<file path="src/ods_pkg.sv">
// Shared constants and types for the outbound dual-slot decoder
package ods_pkg;
  localparam int ADDR_W     = 32;
  localparam int BEAT_W     = 64;
  localparam int WORD_W     = 128;
  localparam int RRQ_DEPTH  = 8;
  localparam int CNT_W      = 3;

  // Pending data cycles loaded by the first cycle of each multi-cycle transaction
  localparam logic [2:0] WAIT_WRS = 3'h1;
  localparam logic [2:0] WAIT_C2C = 3'h4;
  localparam logic [2:0] WAIT_MRR = 3'h3;

  // Reset values
  localparam logic [2:0] RST_CNT  = 3'h0;
  localparam logic       RST_FLAG = 1'h0;

  // Kind of one external bus cycle as seen by a slot decoder
  typedef enum logic [3:0] {
    K_NOP, K_COH, K_RDS, K_ERR, K_SYNC, K_WRS, K_C2C, K_MRR, K_DATA
  } ods_kind_e;

  // Multi-cycle transaction in progress
  typedef enum logic [1:0] {T_NONE, T_WRS, T_C2C, T_MRR} ods_txn_e;

  // Sequencer states; one pending cycle is held in idle
  typedef enum logic [1:0] {SQ_IDLE, SQ_W2, SQ_W3, SQ_W4} ods_seq_e;

  typedef struct packed {
    ods_kind_e           kind;
    logic                foreign;
    logic [1:0]          prio;
    logic [ADDR_W-1:0]   addr;
    logic [BEAT_W-1:0]   data;
  } ods_slot_s;

  typedef struct packed {
    logic                valid;
    logic                wr;
    logic [ADDR_W-1:0]   addr;
    logic [BEAT_W-1:0]   data;
  } ods_cmd_s;

  typedef struct packed {
    logic                valid;
    logic                slot;
    logic [1:0]          prio;
    logic [ADDR_W-1:0]   addr;
  } ods_err_s;

  typedef struct packed {
    logic                prefetch;
    logic [ADDR_W-1:0]   addr;
  } ods_rrq_s;
endpackage

</file>
<file path="src/ods_decoder.sv">
// Outbound dual-slot decode stage with sequencer, staging and prefetch return
// How it works
// - Left and right slots decode in parallel, each choosing address and data destination.
// - Single-cycle transactions finish in idle with no wait state.
// - Right-slot first cycle waits: write short 1, copy 4, read return 3.
// - Distinct-destination slot pairs both accepted every internal cycle, never stalling.
// - Nop, idle or foreign-module slots are free and never conflict.
// - Coherency checks from both slots run together; two entries per cycle.
// - Errors are logged; of two in one cycle only higher priority kept, the left slot on equal priority.
// - Sync transactions from both slots answered in parallel, two per cycle.
// - Data beats of multi-cycle transactions go into staging registers.
// - Each slot decoder owns two staging registers.
// - RAM writes are 128-bit words built from two consecutive beats.
// - Requested resident prefetch is appended to the read return queue.
// - Prefetch enqueue waits while both slots carry valid address or data.
// - When the path frees with no final data beat and room in the queue, prefetch is enqueued and buffer valid cleared together.
// - Inbound may refill the prefetch buffer only after seeing it invalid.
// - Wait state holds pending count; one pending is held in idle.
// - Header held until data stored; final data beat of a copy or read return pushes it to read return queue.
`timescale 1ns/1ps
module ods_decoder (
  input  wire logic                          i_clk,
  input  wire logic                          i_reset,
  input  wire ods_pkg::ods_slot_s            i_slot_l,
  input  wire ods_pkg::ods_slot_s            i_slot_r,
  input  wire logic                          i_pf_fill,
  input  wire logic [ods_pkg::ADDR_W-1:0]    i_pf_addr,
  input  wire logic                          i_pf_request,
  input  wire logic                          i_rrq_ready,
  output logic                               o_rrq_valid,
  output ods_pkg::ods_rrq_s                  o_rrq_data,
  output ods_pkg::ods_cmd_s [1:0]            o_cmd,
  output logic [1:0]                         o_coh,
  output logic [1:0]                         o_sync,
  output ods_pkg::ods_err_s                  o_err,
  output logic                               o_ram_we,
  output logic [ods_pkg::ADDR_W-1:0]         o_ram_addr,
  output logic [ods_pkg::WORD_W-1:0]         o_ram_word,
  output logic                               o_pf_valid,
  output logic [ods_pkg::CNT_W-1:0]          o_wait_cnt,
  output logic                               o_rrq_overflow
);
  typedef logic [ods_pkg::BEAT_W-1:0] ods_beat_t;

  ods_pkg::ods_slot_s            slot [2];
  logic [1:0]                    busy;
  logic [2:0]                    cnt_q, cnt_d;
  ods_pkg::ods_txn_e             cur_q, cur_d;
  ods_pkg::ods_seq_e             st_q, st_d;
  logic [ods_pkg::ADDR_W-1:0]    hdr_q, hdr_d, fin_hdr;
  logic                          half_q, half_d, lo_sl_q, lo_sl_d;
  ods_beat_t                     stg_q [2][2];
  ods_beat_t                     stg_d [2][2];
  ods_pkg::ods_cmd_s [1:0]       cmd_q, cmd_d;
  logic                          ram_we_q, ram_we_d;
  logic [ods_pkg::ADDR_W-1:0]    ram_addr_q, ram_addr_d;
  logic [ods_pkg::WORD_W-1:0]    ram_word_q, ram_word_d;
  logic                          fin_rrq;
  logic [1:0]                    coh_q, coh_d, sync_q, sync_d;
  ods_pkg::ods_err_s             err_q, err_d;
  logic                          pf_valid_q, pf_valid_d, pf_req_q, pf_req_d;
  logic [ods_pkg::ADDR_W-1:0]    pf_addr_q, pf_addr_d;
  logic                          pf_push, path_free, rrq_ready;
  logic                          ovf_q, ovf_d;
  logic                          push;
  ods_pkg::ods_rrq_s             push_data;

  // A slot with a nop or a transaction for another module is free
  function automatic logic is_free(input ods_pkg::ods_slot_s s);
    return (s.kind == ods_pkg::K_NOP) || s.foreign;
  endfunction

  // Pending data cycles loaded by a first cycle
  function automatic logic [2:0] wait_of(input ods_pkg::ods_kind_e k);
    unique case (k)
      ods_pkg::K_WRS: return ods_pkg::WAIT_WRS;
      ods_pkg::K_C2C: return ods_pkg::WAIT_C2C;
      ods_pkg::K_MRR: return ods_pkg::WAIT_MRR;
      default:        return ods_pkg::RST_CNT;
    endcase
  endfunction

  // Sequencer state from the pending count; one pending stays idle
  function automatic ods_pkg::ods_seq_e seq_of(input logic [2:0] c);
    unique case (c)
      3'h2:    return ods_pkg::SQ_W2;
      3'h3:    return ods_pkg::SQ_W3;
      3'h4:    return ods_pkg::SQ_W4;
      default: return ods_pkg::SQ_IDLE;
    endcase
  endfunction

  assign slot[0]   = i_slot_l;
  assign slot[1]   = i_slot_r;
  assign busy[0]   = !is_free(i_slot_l);
  assign busy[1]   = !is_free(i_slot_r);

  // Sequencer, staging registers and RAM word assembly across both slots
  always_comb begin
    cnt_d      = cnt_q;
    cur_d      = cur_q;
    hdr_d      = hdr_q;
    half_d     = half_q;
    lo_sl_d    = lo_sl_q;
    stg_d      = stg_q;
    cmd_d      = '0;
    ram_we_d   = 1'b0;
    ram_word_d = ram_word_q;
    ram_addr_d = ram_addr_q;
    fin_rrq    = 1'b0;
    fin_hdr    = hdr_q;
    for (int i = 0; i < 2; i++) begin
      if (busy[i]) begin
        unique case (slot[i].kind)
          ods_pkg::K_DATA: begin
            if (cnt_d != ods_pkg::RST_CNT) begin
              stg_d[i][half_d] = slot[i].data;
              cnt_d = cnt_d - 3'h1;
              if (cur_d == ods_pkg::T_WRS) begin
                cmd_d[i] = '{valid: 1'b1, wr: 1'b1, addr: hdr_d, data: slot[i].data};
              end else if (half_d) begin
                ram_we_d   = 1'b1;
                ram_word_d = {slot[i].data, stg_d[lo_sl_d][1'b0]};
                ram_addr_d = hdr_d;
                half_d     = 1'b0;
              end else begin
                lo_sl_d = i[0];
                half_d  = 1'b1;
              end
              if (cnt_d == ods_pkg::RST_CNT) begin
                if (cur_d != ods_pkg::T_WRS) begin
                  fin_rrq = 1'b1;
                  fin_hdr = hdr_d;
                end
                cur_d = ods_pkg::T_NONE;
              end
            end
          end
          ods_pkg::K_WRS, ods_pkg::K_C2C, ods_pkg::K_MRR: begin
            hdr_d  = slot[i].addr;
            half_d = 1'b0;
            cnt_d  = wait_of(slot[i].kind);
            cur_d  = (slot[i].kind == ods_pkg::K_WRS) ? ods_pkg::T_WRS :
                     (slot[i].kind == ods_pkg::K_C2C) ? ods_pkg::T_C2C : ods_pkg::T_MRR;
          end
          ods_pkg::K_RDS: begin
            cmd_d[i] = '{valid: 1'b1, wr: 1'b0, addr: slot[i].addr, data: '0};
          end
          ods_pkg::K_COH, ods_pkg::K_ERR, ods_pkg::K_SYNC: begin
          end
          default: begin
          end
        endcase
      end
    end
    st_d = seq_of(cnt_d);
  end

  // Coherency, sync and error routing; both slots in one cycle
  always_comb begin
    err_d = '0;
    for (int i = 0; i < 2; i++) begin
      coh_d[i]  = busy[i] && (slot[i].kind == ods_pkg::K_COH);
      sync_d[i] = busy[i] && (slot[i].kind == ods_pkg::K_SYNC);
    end
    if (busy[0] && slot[0].kind == ods_pkg::K_ERR) begin
      err_d = '{valid: 1'b1, slot: 1'b0, prio: slot[0].prio, addr: slot[0].addr};
    end
    if (busy[1] && slot[1].kind == ods_pkg::K_ERR &&
        (!err_d.valid || slot[1].prio > err_d.prio)) begin
      err_d = '{valid: 1'b1, slot: 1'b1, prio: slot[1].prio, addr: slot[1].addr};
    end
  end

  // Prefetch buffer tracking and read return queue feed
  always_comb begin
    path_free  = !(busy[0] && busy[1]);
    pf_push    = pf_req_q && pf_valid_q && path_free && !fin_rrq && rrq_ready;
    pf_valid_d = pf_valid_q;
    pf_addr_d  = pf_addr_q;
    if (pf_push) begin
      pf_valid_d = 1'b0;
    end else if (i_pf_fill && !pf_valid_q) begin
      pf_valid_d = 1'b1;
      pf_addr_d  = i_pf_addr;
    end
    pf_req_d  = (pf_req_q || (i_pf_request && pf_valid_q)) && !pf_push;
    push      = fin_rrq || pf_push;
    push_data = fin_rrq ? '{prefetch: 1'b0, addr: fin_hdr} :
                          '{prefetch: 1'b1, addr: pf_addr_q};
    ovf_d     = ovf_q || (fin_rrq && !rrq_ready);
  end

  // Read return queue
  ods_fifo #(
    .W     ($bits(ods_pkg::ods_rrq_s)),
    .DEPTH (ods_pkg::RRQ_DEPTH)
  ) u_rrq (
    .i_clk       (i_clk),
    .i_reset     (i_reset),
    .i_in_valid  (push),
    .o_in_ready  (rrq_ready),
    .i_in_data   (push_data),
    .o_out_valid (o_rrq_valid),
    .i_out_ready (i_rrq_ready),
    .o_out_data  (o_rrq_data)
  );

  // Register stage
  always_ff @(posedge i_clk) begin
    stg_q      <= stg_d;
    ram_word_q <= ram_word_d;
    ram_addr_q <= ram_addr_d;
    hdr_q      <= hdr_d;
    pf_addr_q  <= pf_addr_d;
    if (i_reset) begin
      cnt_q      <= ods_pkg::RST_CNT;
      cur_q      <= ods_pkg::T_NONE;
      st_q       <= ods_pkg::SQ_IDLE;
      half_q     <= ods_pkg::RST_FLAG;
      lo_sl_q    <= ods_pkg::RST_FLAG;
      cmd_q      <= '0;
      ram_we_q   <= ods_pkg::RST_FLAG;
      coh_q      <= '0;
      sync_q     <= '0;
      err_q      <= '0;
      pf_valid_q <= ods_pkg::RST_FLAG;
      pf_req_q   <= ods_pkg::RST_FLAG;
      ovf_q      <= ods_pkg::RST_FLAG;
    end else begin
      cnt_q      <= cnt_d;
      cur_q      <= cur_d;
      st_q       <= st_d;
      half_q     <= half_d;
      lo_sl_q    <= lo_sl_d;
      cmd_q      <= cmd_d;
      ram_we_q   <= ram_we_d;
      coh_q      <= coh_d;
      sync_q     <= sync_d;
      err_q      <= err_d;
      pf_valid_q <= pf_valid_d;
      pf_req_q   <= pf_req_d;
      ovf_q      <= ovf_d;
    end
  end

  // Outputs, all from flip-flops except the queue handshake
  assign o_cmd          = cmd_q;
  assign o_coh          = coh_q;
  assign o_sync         = sync_q;
  assign o_err          = err_q;
  assign o_ram_we       = ram_we_q;
  assign o_ram_addr     = ram_addr_q;
  assign o_ram_word     = ram_word_q;
  assign o_pf_valid     = pf_valid_q;
  assign o_wait_cnt     = cnt_q;
  assign o_rrq_overflow = ovf_q;
endmodule

</file>
<file path="src/ods_fifo.sv">
// Flip-flop FIFO with valid/ready on both sides
`timescale 1ns/1ps
module ods_fifo #(
  parameter int W     = 8,
  parameter int DEPTH = 8
) (
  input  wire logic         i_clk,
  input  wire logic         i_reset,
  input  wire logic         i_in_valid,
  output logic              o_in_ready,
  input  wire logic [W-1:0] i_in_data,
  output logic              o_out_valid,
  input  wire logic         i_out_ready,
  output logic [W-1:0]      o_out_data
);
  localparam int AW = $clog2(DEPTH);

  logic [W-1:0]  mem_q [DEPTH];
  logic [W-1:0]  mem_d [DEPTH];
  logic [AW-1:0] wr_q, wr_d, rd_q, rd_d;
  logic [AW:0]   cnt_q, cnt_d;
  logic          push, pop;

  // Honest full and empty from the fill count
  assign o_in_ready  = (cnt_q != (AW+1)'(DEPTH)) ? 1'b1 : 1'b0;
  assign o_out_valid = (cnt_q != '0);
  assign o_out_data  = mem_q[rd_q];
  assign push        = i_in_valid & o_in_ready;
  assign pop         = o_out_valid & i_out_ready;

  // Pointer and storage next values
  always_comb begin
    mem_d = mem_q;
    wr_d  = wr_q;
    rd_d  = rd_q;
    cnt_d = cnt_q;
    if (push) begin
      mem_d[wr_q] = i_in_data;
      wr_d        = (wr_q == AW'(DEPTH - 1)) ? '0 : wr_q + 1'b1;
    end
    if (pop) begin
      rd_d = (rd_q == AW'(DEPTH - 1)) ? '0 : rd_q + 1'b1;
    end
    if (push && !pop) begin
      cnt_d = cnt_q + 1'b1;
    end else if (pop && !push) begin
      cnt_d = cnt_q - 1'b1;
    end
  end

  // Register stage
  always_ff @(posedge i_clk) begin
    mem_q <= mem_d;
    if (i_reset) begin
      wr_q  <= '0;
      rd_q  <= '0;
      cnt_q <= '0;
    end else begin
      wr_q  <= wr_d;
      rd_q  <= rd_d;
      cnt_q <= cnt_d;
    end
  end
endmodule

</file>
<file path="config.mk">
export PLATFORM = sky130hd
export DESIGN_NAME = ods_decoder
export DESIGN_NICKNAME = d
export VERILOG_FILES = /design/src/ods_pkg.sv /design/src/ods_decoder.sv /design/src/ods_fifo.sv
export SDC_FILE = /design/constraint.sdc
export NUM_CORES = 1
export LEC_CHECK = 0
export ABC_AREA = 1
export BUFFER_PORTS_ARGS = -buffer_cell sky130_fd_sc_hd__clkbuf_2
export CORE_AREA = 2 2 265 267
export CTS_BUF_LIST = sky130_fd_sc_hd__clkbuf_4 sky130_fd_sc_hd__clkbuf_8
export DETAILED_ROUTE_END_ITERATION = 16
export DIE_AREA = 0 0 267 269
export MAX_ROUTING_LAYER = met4
export PLACE_DENSITY = 0.75
export SLEW_MARGIN = 25
export SYNTH_ARGS = -nofsm -noshare
export SYNTH_HDL_FRONTEND = slang
export SYNTH_SLANG_ARGS = --single-unit
</file>
<file path="constraint.sdc">
create_clock -name i_clk -period 7.2 [get_ports i_clk]
set_input_delay 0 -clock i_clk [delete_from_list [all_inputs] [get_ports i_clk]]
set_output_delay 0 -clock i_clk [all_outputs]
set_load 0.05 [all_outputs]
</file>
# == Word-level counts from Yosys, hierarchy flattened ==
# Cells that the tools add are included.
# totals
regBits,1001
input_bits,243
output_inout_bits,436
elab_cells,266
# op_classes
n_addsub,6
magnitude_cmp,10
n_eq_ne,23
muxes,124
bitwise_logic,10
reduce_logical,52
# ops
operator,n
128-bit 2-to-1 mux,19
32-bit 2-to-1 mux,19
98-bit 2-to-1 mux,4
98-bit case mux with 2 select lines,2
264-bit bitwise mux,1
128-bit bitwise mux,2
33-bit 2-to-1 mux,4
64-bit demux with 1-bit select,2
64-bit 2-to-1 mux,2
33-bit binary-select mux with 3-bit select,1
33-bit demux with 3-bit select,1
36-bit 2-to-1 mux,2
1-bit 2-to-1 mux,41
"4-bit by 3-bit equality test with 1-bit output, second input constant",8
1-bit logical AND,21
3-bit 2-to-1 mux,6
3-bit case mux with 3 select lines,2
"4-bit by 2-bit equality test with 1-bit output, second input constant",4
2-bit 2-to-1 mux,8
3-bit case mux with 2 select lines,2
1-bit zero test,10
"4-bit by 1-bit equality test with 1-bit output, second input constant",2
"4-bit equality test, second input constant",2
"2-bit >= comparator, second input constant",4
29 further kinds,56

# == Depth between registers and ports, before layout ==
# logic_depth
ltp_word,21
depth_mapped,30
mapped_depth_nobuf,30

# == By module ==
# From an unflattened synthesis, not the netlist that was laid out.
# unflattened
hier_cells,4142
area_unflattened_um2,35307.6
# modules_own_cells
mod,instances,cells_each,area_each_um2,seq_area_each_um2
ods_decoder,1,3171,24146.9,12952.4
ods_fifo,1,971,11160.7,8127.8

# == Worst setup path after synthesis ==
# No wires, ideal clock.
# synth_path
kind,register to register
start,"register cnt_q[0], in the netlist o_wait_cnt[0]"
end,register u_rrq.mem_q[0] (netlist name) (enable)
setup_ns,0.423
arrival_ns,6.180
required_ns,6.777
setup_slack_ns,0.597
stages_incl_launch_ff,23
path_buffers,0
synth_period_minus_slack_ns,6.603
cell_sequence,dfxtp_1 -> inv_1 -> ha_1 -> inv_1 -> nor2_1 -> inv_1 -> a21oi_1 -> o21ai_0 -> o211ai_1 -> nand2_1 -> ha_1 -> ha_1 -> nor2_1 -> inv_1 -> nor2_2 -> inv_2 -> nor2_4 -> nand2_2 -> nand3_1 -> nand2_1 -> inv_2 -> nand2_1 -> nor2_1
# synth_between
elab_chain_len,17
elab_cells_between_ends,28
cone_classes,2 x add/sub; 1 x eq/ne; 16 x mux; 1 x bitwise; 8 x reduce/logical
# synth_rtl
item,line,rtl
"start, declared",ods_decoder.sv:47,"logic [2:0] cnt_q, cnt_d;"
"start signal, assigned",ods_decoder.sv:217,cnt_q <= ods_pkg::RST_CNT;
"start signal, assigned",ods_decoder.sv:231,cnt_q <= cnt_d;
3-bit by 1-bit subtractor with 3-bit output,ods_decoder.sv:118,cnt_d = cnt_d - 3'h1;
3-bit zero test,ods_decoder.sv:130,if (cnt_d == ods_pkg::RST_CNT) begin
2-bit 2-to-1 mux,ods_decoder.sv:130,
2-bit 2-to-1 mux,ods_decoder.sv:116,if (cnt_d != ods_pkg::RST_CNT) begin
2-bit case mux with 2 select lines,ods_decoder.sv:114,unique case (slot[i].kind)
2-bit 2-to-1 mux,ods_decoder.sv:113,if (busy[i]) begin
2-bit by 1-bit != test with 1-bit output,ods_decoder.sv:131,if (cur_d != ods_pkg::T_WRS) begin
1-bit 2-to-1 mux,ods_decoder.sv:131,
1-bit 2-to-1 mux,ods_decoder.sv:130,
1-bit 2-to-1 mux,ods_decoder.sv:116,
1-bit 2-to-1 mux,ods_decoder.sv:114,
1-bit 2-to-1 mux (*),ods_decoder.sv:113,
1-bit zero test,ods_decoder.sv:178,pf_push = pf_req_q && pf_valid_q && path_free && !fin_rrq && rrq_ready;
1-bit logical AND (2 in series),ods_decoder.sv:178,
1-bit logical OR (*),ods_decoder.sv:188,push = fin_rrq || pf_push;
1-bit bitwise AND (*),ods_fifo.sv:28,assign push = i_in_valid & o_in_ready;
via u_rrq.push,ods_fifo.sv:22,"logic push, pop;"
"end signal, assigned",ods_fifo.sv:53,mem_q <= mem_d;
"end, declared",ods_fifo.sv:18,logic [W-1:0] mem_q [DEPTH];
# The timed path passes the listed nets; every way through them passes the cells marked *.
# A chain may end at the register's enable or synchronous reset.

# == Worst setup path after layout ==
# layout_path
start,"register cnt_q[0], in the netlist o_wait_cnt[0]"
end,register ram_word_q (netlist bit o_ram_word[86])
# layout_between
elab_chain_len,11
elab_cells_between_ends,23
cone_classes,1 x add/sub; 1 x eq/ne; 18 x mux; 3 x reduce/logical
# layout_rtl
item,line,rtl
3-bit by 1-bit subtractor with 3-bit output,ods_decoder.sv:118,
3-bit zero test,ods_decoder.sv:130,
2-bit 2-to-1 mux,ods_decoder.sv:130,
2-bit 2-to-1 mux,ods_decoder.sv:116,
2-bit case mux with 2 select lines,ods_decoder.sv:114,
2-bit 2-to-1 mux,ods_decoder.sv:113,
2-bit by 1-bit equality test with 1-bit output,ods_decoder.sv:119,if (cur_d == ods_pkg::T_WRS) begin
128-bit 2-to-1 mux,ods_decoder.sv:119,
128-bit 2-to-1 mux,ods_decoder.sv:116,
128-bit 2-to-1 mux,ods_decoder.sv:114,
128-bit 2-to-1 mux (*),ods_decoder.sv:113,
"via ram_word_d, one bit",ods_decoder.sv:57,"logic [ods_pkg::WORD_W-1:0] ram_word_q, ram_word_d;"
"end signal, assigned",ods_decoder.sv:212,ram_word_q <= ram_word_d;
"end, declared",ods_decoder.sv:57,
# Marked as above.

==> flow_summary_export.csv <==
group,metric,value,unit
sta,skew,0.0589,ns
sta,tightest_slew,1.15,ns
die,row_count,97,
synth,synth_common_cells,"nand2_1 (903), o21ai_0 (627), dfxtp_1 (513), nor2_1 (500), edfxtp_1 (360)",
finish,final_area,46100,µm²
worst_setup_path,rrSetupSlack,1.61,ns
synth,synthArstFlopShare,0,
route,viasPerCell,5.58,
grt,track_usage,0.362,
sta,slew-limit-headroom,0.225,
worst_setup_path,worst_path_largest_cell_delay,0.77,ns
worst_setup_path,critical_path.max_fanout,100,
route,drt.antenna.violating_nets,0,
placement,hpwl,76300,µm
placement,place_inst,5342,
sta,setup_viol,0,
synth,synth_most_common_cell,"nand2_1",
worst_setup_path,worstSetupEndpoint,"o_ram_word[86]$_DFF_P_",
worst_setup_path,startpoint_type,"flip-flop",
synth,synth_cells,3935,
run_status,outcome,"finished, final reports clean",
clock_network,cts_made_buffers,143,
sta,slew_violations,0,
clock_network,cts_max_path_buffers,3,
sta,finalSetupTns,0,ns
finish,syn_to_final_growth,33.1,%
grt,grt_antenna_before_repair,16,
pwr,ir_drop,327,µV
pwr,power_density,281,nW/µm²
sta,hold_slack,0.0446,ns
sta,fin_crit_sh,0.776,
synth,ys_seq_area_frac,0.608,
route,dr.pass1.iters,6,
worst_setup_path,crit_top_cell,"inv_1",
die,initial_core_util,0.500,
synth,synth_edf_count,360,
die,die_h,269,µm
worst_hold_path,min_path_type,"in -> reg",
clock_network,insertion_delay,0.80,ns
route,vias,33800,
synth,ys_types,41,
finish,fin_nets,5235,
synth,syn-cell-area,34700,µm²
placement,post-place-ws,2.01,ns
sta,final_hold_viol_count,0,
die,die_area,71800,µm²
die,die_w,267,µm
clock_network,cts_tree,"built",
clock_network,clkTransAtPathRegs,0.06,ns
pwr,p_leak,19.8,nW
placement,port_buffers,678,
placement,place_area,38700,µm²
synth,synth_seq_cells,873,
synth,yosys-top-cells-area,"edfxtp_1 (31%), dfxtp_1 (30%), nand2_1 (9.8%), o21ai_0 (9.1%), nor2_1 (5.4%)",
worst_setup_path,reg2reg_depth,21,
die,core-area,69300,µm²
worst_setup_path,cp.arrival,6.27,ns
sta,layout_setup_ws,1.61,ns
synth,syn_nets,4196,
worst_setup_path,end_kind,"flip-flop",
pwr,total_power,12.9,mW
grt,overflow,0,
synth,synth_top_area_frac,0.312,
clock_network,htree_levels,4,
route,drt_iter0_drc,4433,
sta,layout_min_cycle_time,5.59,ns
synth,synth_ff_type,"dfxtp_1",
die,num_io_pins,679,
route,drc,0,
worst_setup_path,crit_required,7.88,ns
clock_network,cts_resized,0,
sta,rsz0062_at_grt,"false",
grt,grt_pass1_vias,32600,
finish,drive_gt1_frac,0.201,
synth,synth_top_area_cell,"edfxtp_1",
clock_network,cts.sinks,873,
worst_setup_path,crit_type,"reg -> reg",
grt,grt_max_degree,230,
worst_setup_path,crit_start,"o_wait_cnt[0]$_SDFF_PP0_",
route,routed_wl,130000,µm
worst_setup_path,rr_endpoint,"o_ram_word[86]$_DFF_P_",
finish,final_util,0.665,
sta,fmax,0.179,GHz
job,cap_viol_max_count,0,
route,wire_per_inst,21.5,µm
worst_setup_path,r2r_start,"o_wait_cnt[0]$_SDFF_PP0_",
clock_network,root_buffer,"clkbuf_8",
worst_setup_path,slowest_stage,"buf_4",
finish,layout.cells.non_filler,6049,
placement,place_congestion,0.904,
grt,grt_pass1_wl,191000,µm
synth,syn_avg_cell_area,8.81,µm²
synth,synth_warnings,0,
worst_setup_path,crit_chain,"inv_1 > ha_1 > inv_1 > nor2_1 > inv_1 > a21oi_1 > o21ai_0 > o211ai_1 > nand2_1 > ha_1 > ha_1 > nor2_1 > inv_1 > nor2_4 > buf_4 > nand3_4 > buf_6 > buf_4 > nand2_1 > o21ai_0 > dlygate4sd3_1",
==> cells in the final DEF (no fill, tap or decap), types with 11 or more instances in the layout <==
| master | Yosys | layout |
|---|---|---|
| dfxtp_1 | 513 | 509 |
| inv_1 | 357 | 354 |
| clkbuf_8 | 0 | 167 |
| nand2_1 | 903 | 901 |
| o22ai_1 | 130 | 130 |
| a31oi_1 | 98 | 98 |
| buf_4 | 2 | 26 |
| o21ai_0 | 627 | 625 |
| diode_2 | 0 | 17 |
| clkbuf_2 | 0 | 678 |
| ha_1 | 17 | 17 |
| o211ai_1 | 33 | 33 |
| inv_2 | 11 | 11 |
| nor2_4 | 1 | 14 |
| nand3_1 | 44 | 43 |
| edfxtp_1 | 360 | 360 |
| a21oi_1 | 50 | 50 |
| clkbuf_4 | 0 | 67 |
| dlygate4sd3_1 | 0 | 426 |
| nor2_1 | 500 | 490 |
==> worst min-delay path by stage <==
stage                   from                      end  depth (start not counted)
6_report        i_slot_r[88]        hdr_q[24]$_DFF_P_                          4
5_1_grt          i_slot_r[9]    o_cmd[107]$_SDFF_PP0_                          4
4_1_cts         i_slot_l[32]     o_cmd[32]$_SDFF_PP0_                          4
3_5_place_dp   i_pf_addr[25]  pf_addr_q[25]$_DFFE_PP_                          1
3_3_place_gp   i_pf_addr[18]  pf_addr_q[18]$_DFFE_PP_                          1
2_1_floorplan  i_slot_l[100]      o_coh[0]$_SDFF_PP0_                          1
==> worst max-delay path: cells and delay by family, from the launching register on <==
family / cells / cell delay [ns]
AND/OR/NAND/NOR: 6 / 1.37
flip-flops: 1 / 0.34
buffers and inverters: 8 / 2.65
adder cells (fa/ha/maj): 3 / 0.61
AO/OA/AOI/OAI: 4 / 0.41
==> flip-flops by register name, summed over array words and instances (netlist names), 2 cells and up <==
signal	count
u_rrq.mem_q	264
o_cmd	196
o_ram_word	128
stg_q	128
o_err	36
hdr_q	32
o_ram_addr	32
pf_addr_q	32
u_rrq.cnt_q	4
o_wait_cnt	3
u_rrq.rd_q	3
u_rrq.wr_q	3
cur_q	2
o_coh	2
o_sync	2
==> where the power goes <==
group / switching [mW] / internal (mW)
Combinational: 2.05 / 0.790
Sequential: 0.135 / 5.34
Clock: 2.07 / 2.55
==> layer usage <==
layer	part of all wire	GRT usage	vias up
met2	0.45	0.536	2419
met3	0.12	0.123	731
met4	0.073	0.231	0
met5	0	-	-
li1	-	-	15200
met1	0.36	0.423	15500
==> what timing repair did <==
action / 4_1_cts / 5_1_grt
setup buffers: 0 / 0
setup endpoints to repair: 0 / 0
hold buffers: 426 / 0
endpoints found under the hold margin: 635 / 0
==> cell families after synthesis <==
logic type	after synthesis	synth area share
simple gates	1475	0.164
compound gates	950	0.150
flops	873	0.608
buf+inv	616	0.0706
fa+ha+maj	18	0.00672
xor+xnor	3	0.000758
==> area by class of cell <==
class,instances,area [µm²]
Clock buffer,234,2800
Clock inverter,29,260
Timing Repair Buffer,1142,8080
Sequential cell,873,21100
Inverter,368,1400
Tap cell,940,1180
Multi-Input combinational cell,2446,11300
Antenna cell,17,42.5
Fill cell,4971,23200
(Power assumes the default switching activity.)
